<file path="config.mk">
export PLATFORM = sky130hd
export DESIGN_NAME = vbsu_unit
export DESIGN_NICKNAME = d
export VERILOG_FILES = /design/src/shared/vbsu_pkg.sv /design/src/design/vbsu_lane_ops.sv /design/src/design/vbsu_unit.sv
export VERILOG_INCLUDE_DIRS = /design/src /design/src/shared
export SDC_FILE = /design/constraint.sdc
export NUM_CORES = 1
export LEC_CHECK = 0
export BUFFER_PORTS_ARGS = -buffer_cell sky130_fd_sc_hd__buf_2
export CAP_MARGIN = 25
export CORE_MARGIN = 10
export CORE_UTILIZATION = 25
export CTS_CLUSTER_DIAMETER = 150
export DETAILED_ROUTE_END_ITERATION = 8
export PLACE_DENSITY = 0.43
export SYNTH_ARGS = -nofsm -noshare
export SYNTH_HDL_FRONTEND = slang
export SYNTH_SLANG_ARGS = --single-unit
export TNS_END_PERCENT = 50
</file>
<file path="constraint.sdc">
create_clock -name clk -period 0.8 [get_ports clk]
set_clock_uncertainty 0.1 [all_clocks]
set_input_delay 0.16 -clock clk [delete_from_list [all_inputs] [get_ports clk]]
set_output_delay 0.16 -clock clk [all_outputs]
set_load 0.005 [all_outputs]
</file>
<file path="src/shared/vbsu_params.svh">
`ifndef VBSU_PARAMS_SVH
`define VBSU_PARAMS_SVH

// Datapath widths.
`define VBSU_VEC_W        128
`define VBSU_GPR_W        32
`define VBSU_INSN_W       32

// Major and minor opcode values.
`define VBSU_MAJ_VECTOR   6'h1e
`define VBSU_MAJ_COPROC   6'h11
`define VBSU_MIN_VEC      6'h1e
`define VBSU_MIN_IMM8     6'h01
`define VBSU_MIN_3R_SET   6'h0d
`define VBSU_MIN_3R_CMP   6'h0f
`define VBSU_MIN_BIT      6'h09

// Sub-opcode values in bits 25..21, 25..23 and 25..24.
`define VBSU_OP5_BNZV     5'h0f
`define VBSU_OP5_BZV      5'h0b
`define VBSU_OP5_BSELV    5'h06
`define VBSU_OP3_BSET     3'h4
`define VBSU_OP3_BZDF     3'h6
`define VBSU_OP3_CEQ      3'h0
`define VBSU_OP2_BSELI    2'h2

// Instruction field positions.
`define VBSU_MAJ_HI       31
`define VBSU_MAJ_LO       26
`define VBSU_OP5_HI       25
`define VBSU_OP5_LO       21
`define VBSU_OP3_LO       23
`define VBSU_OP2_LO       24
`define VBSU_FMT_HI       22
`define VBSU_FMT_LO       21
`define VBSU_DEST_HI      10
`define VBSU_DEST_LO      6
`define VBSU_MIN_HI       5
`define VBSU_MIN_LO       0
`define VBSU_IMM8_HI      23
`define VBSU_IMM8_LO      16
`define VBSU_DFM_HI       22
`define VBSU_DFM_LO       16
`define VBSU_OFFS_SIGN    9
`define VBSU_OFFS_LO      0

// Branch arithmetic.
`define VBSU_INSN_BYTES   32'h00000004
`define VBSU_WORD_SHIFT   2

// Reset values.
`define VBSU_RST_DATA     128'h0
`define VBSU_RST_ADDR     32'h00000000
`define VBSU_RST_IDX      5'h00

`endif

</file>
<file path="src/shared/vbsu_pkg.sv">
package vbsu_pkg;

  // Element format.
  typedef enum logic [1:0] {
    VBSU_FMT_BYTE = 2'b00,
    VBSU_FMT_HALF = 2'b01,
    VBSU_FMT_WORD = 2'b10,
    VBSU_FMT_DBL  = 2'b11
  } vbsu_fmt_t;

  // Decoded instruction kind.
  typedef enum logic [3:0] {
    VBSU_K_NONE  = 4'b0000,
    VBSU_K_BSELV = 4'b0001,
    VBSU_K_BSELI = 4'b0010,
    VBSU_K_BSET  = 4'b0011,
    VBSU_K_BSETI = 4'b0100,
    VBSU_K_CEQ   = 4'b0101,
    VBSU_K_BZDF  = 4'b0110,
    VBSU_K_BZV   = 4'b0111,
    VBSU_K_BNZV  = 4'b1000
  } vbsu_kind_t;

  // Issue from the host pipeline.
  typedef struct packed {
    logic        valid;
    logic [31:0] insn;
    logic [31:0] pc;
    logic        unitEnabled;
  } vbsu_issue_t;

  // Operand vectors read from the vector register file.
  typedef struct packed {
    logic [127:0] firstSrc;
    logic [127:0] posTest;
    logic [127:0] destOld;
  } vbsu_operands_t;

  // Answer to the host pipeline.
  typedef struct packed {
    logic         valid;
    logic         writeEn;
    logic [4:0]   destIdx;
    logic [127:0] data;
    logic         branchValid;
    logic         branchTaken;
    logic [31:0]  branchTarget;
    logic         excReserved;
    logic         excDisabled;
  } vbsu_result_t;

  // Whole state of the top module.
  typedef struct packed {
    vbsu_result_t res;
  } vbsu_state_t;

endpackage : vbsu_pkg

</file>
<file path="src/design/vbsu_lane_ops.sv">
`timescale 1ns/1ps
`default_nettype none
`include "vbsu_params.svh"

module vbsu_lane_ops
  import vbsu_pkg::*;
(
  // Format and position source.
  input  wire vbsu_fmt_t    fmt,
  input  wire logic         useImmPos,
  input  wire logic [5:0]   immPos,
  // Operand vectors.
  input  wire logic [127:0] firstSrc,
  input  wire logic [127:0] posTest,
  // Per-format results, already selected by fmt.
  output logic      [127:0] bitSetVec,
  output logic      [127:0] cmpEqVec,
  output logic              anyElemZero
);

  logic [3:0][127:0] setByFmt;
  logic [3:0][127:0] eqByFmt;
  logic [3:0]        zeroByFmt;

  // One lane array per element width; element e sits at bits EW*e upward.
  for (genvar f = 0; f < 4; f++) begin : g_fmt
    localparam int EW = 8 << f;
    localparam int LG = 3 + f;
    localparam int NE = `VBSU_VEC_W / EW;
    logic [NE-1:0] elemZero;
    for (genvar e = 0; e < NE; e++) begin : g_el
      logic [LG-1:0] pos;
      logic [EW-1:0] one;
      // Only the low LG bits of the position count, so the shift wraps modulo EW.
      assign pos = useImmPos ? immPos[LG-1:0] : posTest[e*EW +: LG]; // RULE_15
      assign one = {{(EW-1){1'b0}}, 1'b1};
      assign setByFmt[f][e*EW +: EW] = firstSrc[e*EW +: EW] | (one << pos); // RULE_07
      assign eqByFmt[f][e*EW +: EW] =
        {EW{firstSrc[e*EW +: EW] == posTest[e*EW +: EW]}}; // RULE_11
      assign elemZero[e] = ~|posTest[e*EW +: EW];
    end
    assign zeroByFmt[f] = |elemZero; // RULE_09
  end

  // Format select; the 2-bit code indexes the width table directly.
  assign bitSetVec   = setByFmt[fmt]; // RULE_14
  assign cmpEqVec    = eqByFmt[fmt];
  assign anyElemZero = zeroByFmt[fmt];

endmodule : vbsu_lane_ops
`default_nettype wire

</file>
<file path="src/design/vbsu_unit.sv">
// How it works
// RULE_01 - The whole-vector nonzero branch is taken when any bit of the tested vector is one.
// RULE_02 - The branch offset counts signed instruction words from the delay-slot address.
// RULE_03 - The target offset is offset bit 9 sign-extended over bits 9..0 and two zeros.
// RULE_04 - Software keeps branches and jumps out of a vector branch's delay slot.
// RULE_05 - Register bit select takes first source where old dest is 0, second where 1.
// RULE_06 - Immediate bit select takes the source where old dest is 0, the byte immediate where 1.
// RULE_07 - Register bit set sets in each element the bit named by the position element mod width.
// RULE_08 - Immediate bit set sets in every element the bit named by the 7-bit format/position field.
// RULE_09 - The per-format zero branch is taken when at least one element of that width is zero.
// RULE_10 - The whole-vector zero branch is taken only when every bit of the tested vector is zero.
// RULE_11 - Compare-equal writes all ones per element when the sources match, zeros otherwise.
// RULE_12 - Bit set and compare raise no exception that depends on operand values.
// RULE_13 - Branches and bit selects raise only reserved-instruction or unit-disabled exceptions.
// RULE_14 - The 2-bit format field picks 8, 16, 32 or 64 bit elements laid out from bit 0 upward.
// RULE_15 - The bit position uses 3, 4, 5 or 6 low bits for the four widths; higher bits ignored.
`timescale 1ns/1ps
`default_nettype none
`include "vbsu_params.svh"

module vbsu_unit
  import vbsu_pkg::*;
(
  // Clock and reset.
  input  wire logic           clk,
  input  wire logic           rstn,
  // Decoded issue from the host pipeline.
  input  wire vbsu_issue_t    issueIn,
  // Operand vectors.
  input  wire vbsu_operands_t opsIn,
  // Registered answer, one cycle after issue.
  output var  vbsu_result_t   resultOut
);

  // Classifies an instruction word; anything not of this unit is VBSU_K_NONE.
  // Foreign words under the same major opcodes fall through to none, not reserved,
  // because a neighbouring unit owns them and must not see a spurious fault here.
  function automatic vbsu_kind_t decodeKind(input logic [31:0] w);
    logic [5:0] maj;
    logic [5:0] minor;
    logic [4:0] op5;
    logic [2:0] op3;
    logic [1:0] op2;
    vbsu_kind_t k;
    maj   = w[`VBSU_MAJ_HI:`VBSU_MAJ_LO];
    minor = w[`VBSU_MIN_HI:`VBSU_MIN_LO];
    op5   = w[`VBSU_OP5_HI:`VBSU_OP5_LO];
    op3   = w[`VBSU_OP5_HI:`VBSU_OP3_LO];
    op2   = w[`VBSU_OP5_HI:`VBSU_OP2_LO];
    k     = VBSU_K_NONE;
    if (maj == `VBSU_MAJ_COPROC) begin
      if (op5 == `VBSU_OP5_BNZV) begin
        k = VBSU_K_BNZV;
      end else if (op5 == `VBSU_OP5_BZV) begin
        k = VBSU_K_BZV;
      end else if (op3 == `VBSU_OP3_BZDF) begin
        k = VBSU_K_BZDF;
      end
    end else if (maj == `VBSU_MAJ_VECTOR) begin
      if (minor == `VBSU_MIN_VEC && op5 == `VBSU_OP5_BSELV) begin
        k = VBSU_K_BSELV;
      end else if (minor == `VBSU_MIN_IMM8 && op2 == `VBSU_OP2_BSELI) begin
        k = VBSU_K_BSELI;
      end else if (minor == `VBSU_MIN_3R_SET && op3 == `VBSU_OP3_BSET) begin
        k = VBSU_K_BSET;
      end else if (minor == `VBSU_MIN_BIT && op3 == `VBSU_OP3_BSET) begin
        k = VBSU_K_BSETI;
      end else if (minor == `VBSU_MIN_3R_CMP && op3 == `VBSU_OP3_CEQ) begin
        k = VBSU_K_CEQ;
      end
    end
    return k;
  endfunction : decodeKind

  // Registered answer and its next value.
  vbsu_state_t    state_r;
  vbsu_state_t    state_nxt;

  // Kind and fields of the word on the issue port.
  vbsu_kind_t     kind;
  vbsu_fmt_t      fmt;
  vbsu_fmt_t      immFmt;
  logic           immFmtBad;
  logic [5:0]     immPos;
  logic [6:0]     dfm;
  logic [7:0]     byteImm;

  // Element-wise results from the lane array.
  logic [127:0]   bitSetVec;
  logic [127:0]   cmpEqVec;
  logic           anyElemZero;

  // Branch address arithmetic.
  logic [31:0]    targetOffset;
  logic [31:0]    delaySlotPc;

  assign kind    = decodeKind(issueIn.insn);
  assign fmt     = vbsu_fmt_t'(issueIn.insn[`VBSU_FMT_HI:`VBSU_FMT_LO]);
  assign dfm     = issueIn.insn[`VBSU_DFM_HI:`VBSU_DFM_LO];
  assign byteImm = issueIn.insn[`VBSU_IMM8_HI:`VBSU_IMM8_LO];

  // The 7-bit field carries the format as leading ones and the position after a zero;
  // 1111xxx encodes no format and is refused as a reserved instruction.
  always_comb begin
    immFmtBad = 1'b0;
    immFmt    = VBSU_FMT_DBL;
    immPos    = dfm[5:0];
    if (!dfm[6]) begin
      // A leading zero leaves six position bits for doublewords.
      immFmt = VBSU_FMT_DBL;
      immPos = dfm[5:0];
    end else if (!dfm[5]) begin
      // Each further leading one halves the element and drops a position bit.
      immFmt = VBSU_FMT_WORD;
      immPos = {1'b0, dfm[4:0]};
    end else if (!dfm[4]) begin
      immFmt = VBSU_FMT_HALF;
      immPos = {2'b00, dfm[3:0]};
    end else if (!dfm[3]) begin
      immFmt = VBSU_FMT_BYTE;
      immPos = {3'b000, dfm[2:0]};
    end else begin
      // No format is left to decode, so the word is refused.
      immFmtBad = 1'b1;
    end
  end

  // Element-wise bit set, compare and zero test for the chosen width.
  vbsu_lane_ops u_lanes (
    .fmt         ((kind == VBSU_K_BSETI) ? immFmt : fmt),
    .useImmPos   (kind == VBSU_K_BSETI),
    .immPos      (immPos),
    .firstSrc    (opsIn.firstSrc),
    .posTest     (opsIn.posTest),
    .bitSetVec   (bitSetVec),
    .cmpEqVec    (cmpEqVec),
    .anyElemZero (anyElemZero)
  );

  // Only bits 9..0 of the word offset reach the target; its upper bits are dropped.
  assign targetOffset = {{(`VBSU_GPR_W-12){issueIn.insn[`VBSU_OFFS_SIGN]}},
                         issueIn.insn[`VBSU_OFFS_SIGN:`VBSU_OFFS_LO],
                         {`VBSU_WORD_SHIFT{1'b0}}}; // RULE_03
  // Measured from the delay slot, which the host always runs before the target.
  assign delaySlotPc  = issueIn.pc + `VBSU_INSN_BYTES; // RULE_02

  // Next answer; every field is rewritten each cycle so a result stands one cycle only.
  always_comb begin
    state_nxt                      = '0;
    state_nxt.res.destIdx          = issueIn.insn[`VBSU_DEST_HI:`VBSU_DEST_LO];
    state_nxt.res.branchTarget     = delaySlotPc + targetOffset; // RULE_03
    if (issueIn.valid && kind != VBSU_K_NONE) begin
      state_nxt.res.valid = 1'b1;
      if (!issueIn.unitEnabled) begin
        // A disabled unit writes nothing and never branches.
        state_nxt.res.excDisabled = 1'b1; // RULE_13
      end else begin
        unique case (kind)
          VBSU_K_NONE: begin
            // Unreachable behind the guard above; kept so the case stays complete.
            state_nxt.res.valid = 1'b0;
          end
          VBSU_K_BSELV: begin
            // Each old destination bit steers between the two sources.
            state_nxt.res.writeEn = 1'b1;
            state_nxt.res.data    = (opsIn.firstSrc & ~opsIn.destOld)
                                  | (opsIn.posTest & opsIn.destOld); // RULE_05
          end
          VBSU_K_BSELI: begin
            // The byte immediate repeats across all sixteen bytes.
            state_nxt.res.writeEn = 1'b1;
            state_nxt.res.data    = (opsIn.firstSrc & ~opsIn.destOld)
                                  | ({16{byteImm}} & opsIn.destOld); // RULE_06
          end
          VBSU_K_BSET: begin
            // Any position value is legal, so no operand can raise a fault.
            state_nxt.res.writeEn = 1'b1; // RULE_12
            state_nxt.res.data    = bitSetVec; // RULE_07
          end
          VBSU_K_BSETI: begin
            state_nxt.res.excReserved = immFmtBad; // RULE_13
            state_nxt.res.writeEn     = !immFmtBad;
            state_nxt.res.data        = immFmtBad ? `VBSU_RST_DATA : bitSetVec; // RULE_08
          end
          VBSU_K_CEQ: begin
            state_nxt.res.writeEn = 1'b1; // RULE_12
            state_nxt.res.data    = cmpEqVec; // RULE_11
          end
          VBSU_K_BZDF: begin
            // The lane array has already reduced the elements of the chosen width.
            state_nxt.res.branchValid = 1'b1;
            state_nxt.res.branchTaken = anyElemZero; // RULE_09
          end
          VBSU_K_BZV: begin
            // Whole-register tests ignore the format field entirely.
            state_nxt.res.branchValid = 1'b1;
            state_nxt.res.branchTaken = ~|opsIn.posTest; // RULE_10
          end
          VBSU_K_BNZV: begin
            state_nxt.res.branchValid = 1'b1;
            state_nxt.res.branchTaken = |opsIn.posTest; // RULE_01
          end
        endcase
      end
    end
  end

  // State register; the branch decision reaches the host the cycle after issue.
  // Reset clears every answer field so the host never sees a stale write or branch.
  always_ff @(posedge clk or negedge rstn) begin
    if (!rstn) begin
      state_r                  <= '0;
      state_r.res.data         <= `VBSU_RST_DATA;
      state_r.res.branchTarget <= `VBSU_RST_ADDR;
      state_r.res.destIdx      <= `VBSU_RST_IDX;
    end else begin
      state_r <= state_nxt; // RULE_03
    end
  end

  assign resultOut = state_r.res;

endmodule : vbsu_unit
`default_nettype wire

</file>
==> out/summary.txt <==
drt via density - 5.62
synthesized instance count - 2316
CP cell instances - buf_6 -> or4b_4 -> or4_4 -> buf_6 -> a21oi_4 -> nor4_2 -> buf_4 -> o21bai_4 -> nor3_2 -> a222oi_1 -> o211ai_1
CTS Hold Buffers Added - 23
initial antenna violation count - 14
HPWL after DPL - 114000 µm
Final Setup Violations - 333
most used cell, CP - buf_6
met3 usage - 6.08%
Tot Pwr - 0.0320 W
1st-iter DRT viols - 2397
Slowest cell on crit path - or4_4
Fill cells - 6934
Total GRT Usage - 32.8%
PnR worst setup slack - -2000 ps
Mapped Nets - 2826
die area - 0.0813 mm²
Synth cell types - 97
die height - 285 µm
endpoints failing hold - 53
power density over cell area - 913 mW/mm²
Leak Pwr - 15.9 nW
Max clock buf depth - 2
Util after Layout - 50.2%
TritonCTS clock tree - done
top_reg_cell synth - dfrtp_1
Reg clk slew, reported paths - 80 ps
WL final - 142000 µm
top cells by area, synth - dfrtp_1 24%, a21oi_1 7.1%, nor2_1 6.0%
count leader, synth - nor2_1
Setup CP Type - primary input to register
CTS Root Cell - clkbuf_16
outcome - finished with violations
largest net degree at the start of global routing - 68
Initial Utilization - 25.1%
most instantiated cells after synthesis - 279 x nor2_1, 250 x a21oi_1, 171 x dfrtp_1, 151 x nand2_1, 104 x clkbuf_1
Syn. warnings - 0
Largest register FFs - 171
Tcrit/Tclk final - 349%
relative max-transition margin - 36.2%
pre-CTS setup slack - -2920 ps
hold slack - -114 ps
asr flop ratio synth - 100%
Area growth syn-to-layout - 99.6%
flops & latches, synth - 171
# DRC - 0
Hold/Removal Path Class - primary input to register
via count - 27400
Avg Inst Size Synth - 7.59 µm²
Final Wtd Congestion - 0.994
worst vdd ir - 0.00117 V
CTS sink cnt - 171
max-capacitance violation count - 0
boundary pin count - 623
crit path DAT - 3060 ps
Final nets - 4432
crit path max fanout - 7
minimum clock period - 2800 ps
EDFF count, synth - 0
share of layout cells above drive strength 1 - 56.6%
H-tree levels - 4
Final ANT Viol Nets - 0
grt met1 use - 39.6%
fmax - 358 MHz
most used routing layer - met2
met2 usage - 56.5%
TritonCTS Buffers - 17
setup TNS - -356410 ps
DR pass1 iterations - 5
WL per Instance - 29.1 µm
violated checks - negative hold slack, negative setup slack
vias in the first global route - 28100
first-pass GRT wire length - 198000 µm
worst path required time - 1060 ps
register area share after synthesis - 24.3%
gr ovfl total - 0
crit start category - primary input
Die X - 285 µm
max-slew violation count - 0
Multi-input gate area - 0.0156 mm²
Rows - 97
core area - 0.0699 mm²
post-synth top area cell - dfrtp_1
Critical Path Max Stage Delay - 570 ps
Worst Setup End Kind - register
Port-buffer cells - 617
Synth Cell Area - 0.0176 mm²
FF+latch area - 0.00428 mm²
post-synth top area share - 24.3%
Worst-Margin Slew - 949 ps
RSZ-0062 raised after global routing - yes
==> cell usage in the layout, fill, tap and decap left out, drive strengths merged, types with 28 or more instances in the layout <==
master | Yosys | final
xor2 | 88 | 88
dfrtp | 171 | 171
a31oi | 56 | 56
a21oi | 251 | 251
o22ai | 80 | 80
nor2 | 284 | 284
a22oi | 78 | 78
a21boi | 45 | 45
nand2 | 151 | 151
inv | 39 | 46
nand3 | 55 | 55
buf | 45 | 1709
xnor2 | 62 | 62
o221ai | 34 | 34
o21ai | 107 | 107
nor4 | 70 | 70
nor3 | 79 | 79
a21o | 40 | 40
o211ai | 28 | 28
nand4 | 30 | 30
ha | 57 | 57
a211oi | 32 | 32
==> area by class of cell <==
class                   instances  share of cell area [%]
repair buffers               1737                    37.6
diodes                          7                  0.0499
clock inverters                15                   0.581
flip-flops and latches        171                    12.2
multi-input cells            1955                    44.6
inverters                      40                   0.428
well taps                     940                    3.35
clock buffers                  17                    1.21
==> metrics by stage <==
stage / cell area [µm²] / cells / hold WS (ps)
6_report: 35100 / 4882 / -114
5_1_grt: 35100 / 4881 / -111
4_1_cts: 32600 / 4821 / -134
3_5_place_dp: 29500 / 4708 / 4.43
3_3_place_gp: 29500 / 4708 / 4.47
2_1_floorplan: 17700 / 2316 / -236
==> metal layers <==
layer	vias up	wire [µm]	part of all wire [%]
met5	-	9	0.0063
met1	13500	56100	39
met4	2	7000	4.9
met2	1425	69000	48
li1	12200	-	-
met3	332	10100	7.1
==> timing repair <==
item                                   in CTS  in global routing
resized for setup                         368                417
cloned                                      9                  3
setup buffers                              59                 64
pin swaps                                 114                191
endpoints found under the hold margin     269                 43
setup endpoints to repair                 333                333
==> power breakdown <==
part | leakage, nW | switching [W] | internal, W
logic | 13.3 | 0.00687 | 0.00636
clock network | 0.306 | 0.00481 | 0.00480
registers | 2.30 | 0.000119 | 0.00905
==> cell families after synthesis <==
family | synth area share, %
AO/OA/AOI/OAI | 37.3
AND/OR/NAND/NOR | 21.9
buffers and inverters | 4.51
flip-flops | 24.3
XOR/XNOR | 7.52
adder cells (fa/ha/maj) | 4.17
multiplexers | 0.306
==> path summary, 6_finish.rpt <==
check,startpoint,to,slack (ps),depth (start not counted)
max,issueIn[62],resultOut[146],-2000,11
min in group asynchronous,rstn,resultOut[159],20,2
min,opsIn[291],resultOut[71],-110,3
max in group asynchronous,rstn,resultOut[76],60,3
==> critical path: cells and delay by family <==
| family | cells | cell delay (ps) |
|---|---|---|
| AOI/OAI and AO/OA | 4 | 1170 |
| and+or+nand+nor | 4 | 1310 |
| buffers and inverters | 3 | 400 |
Note: power is estimated with default switching activity, not from simulation.
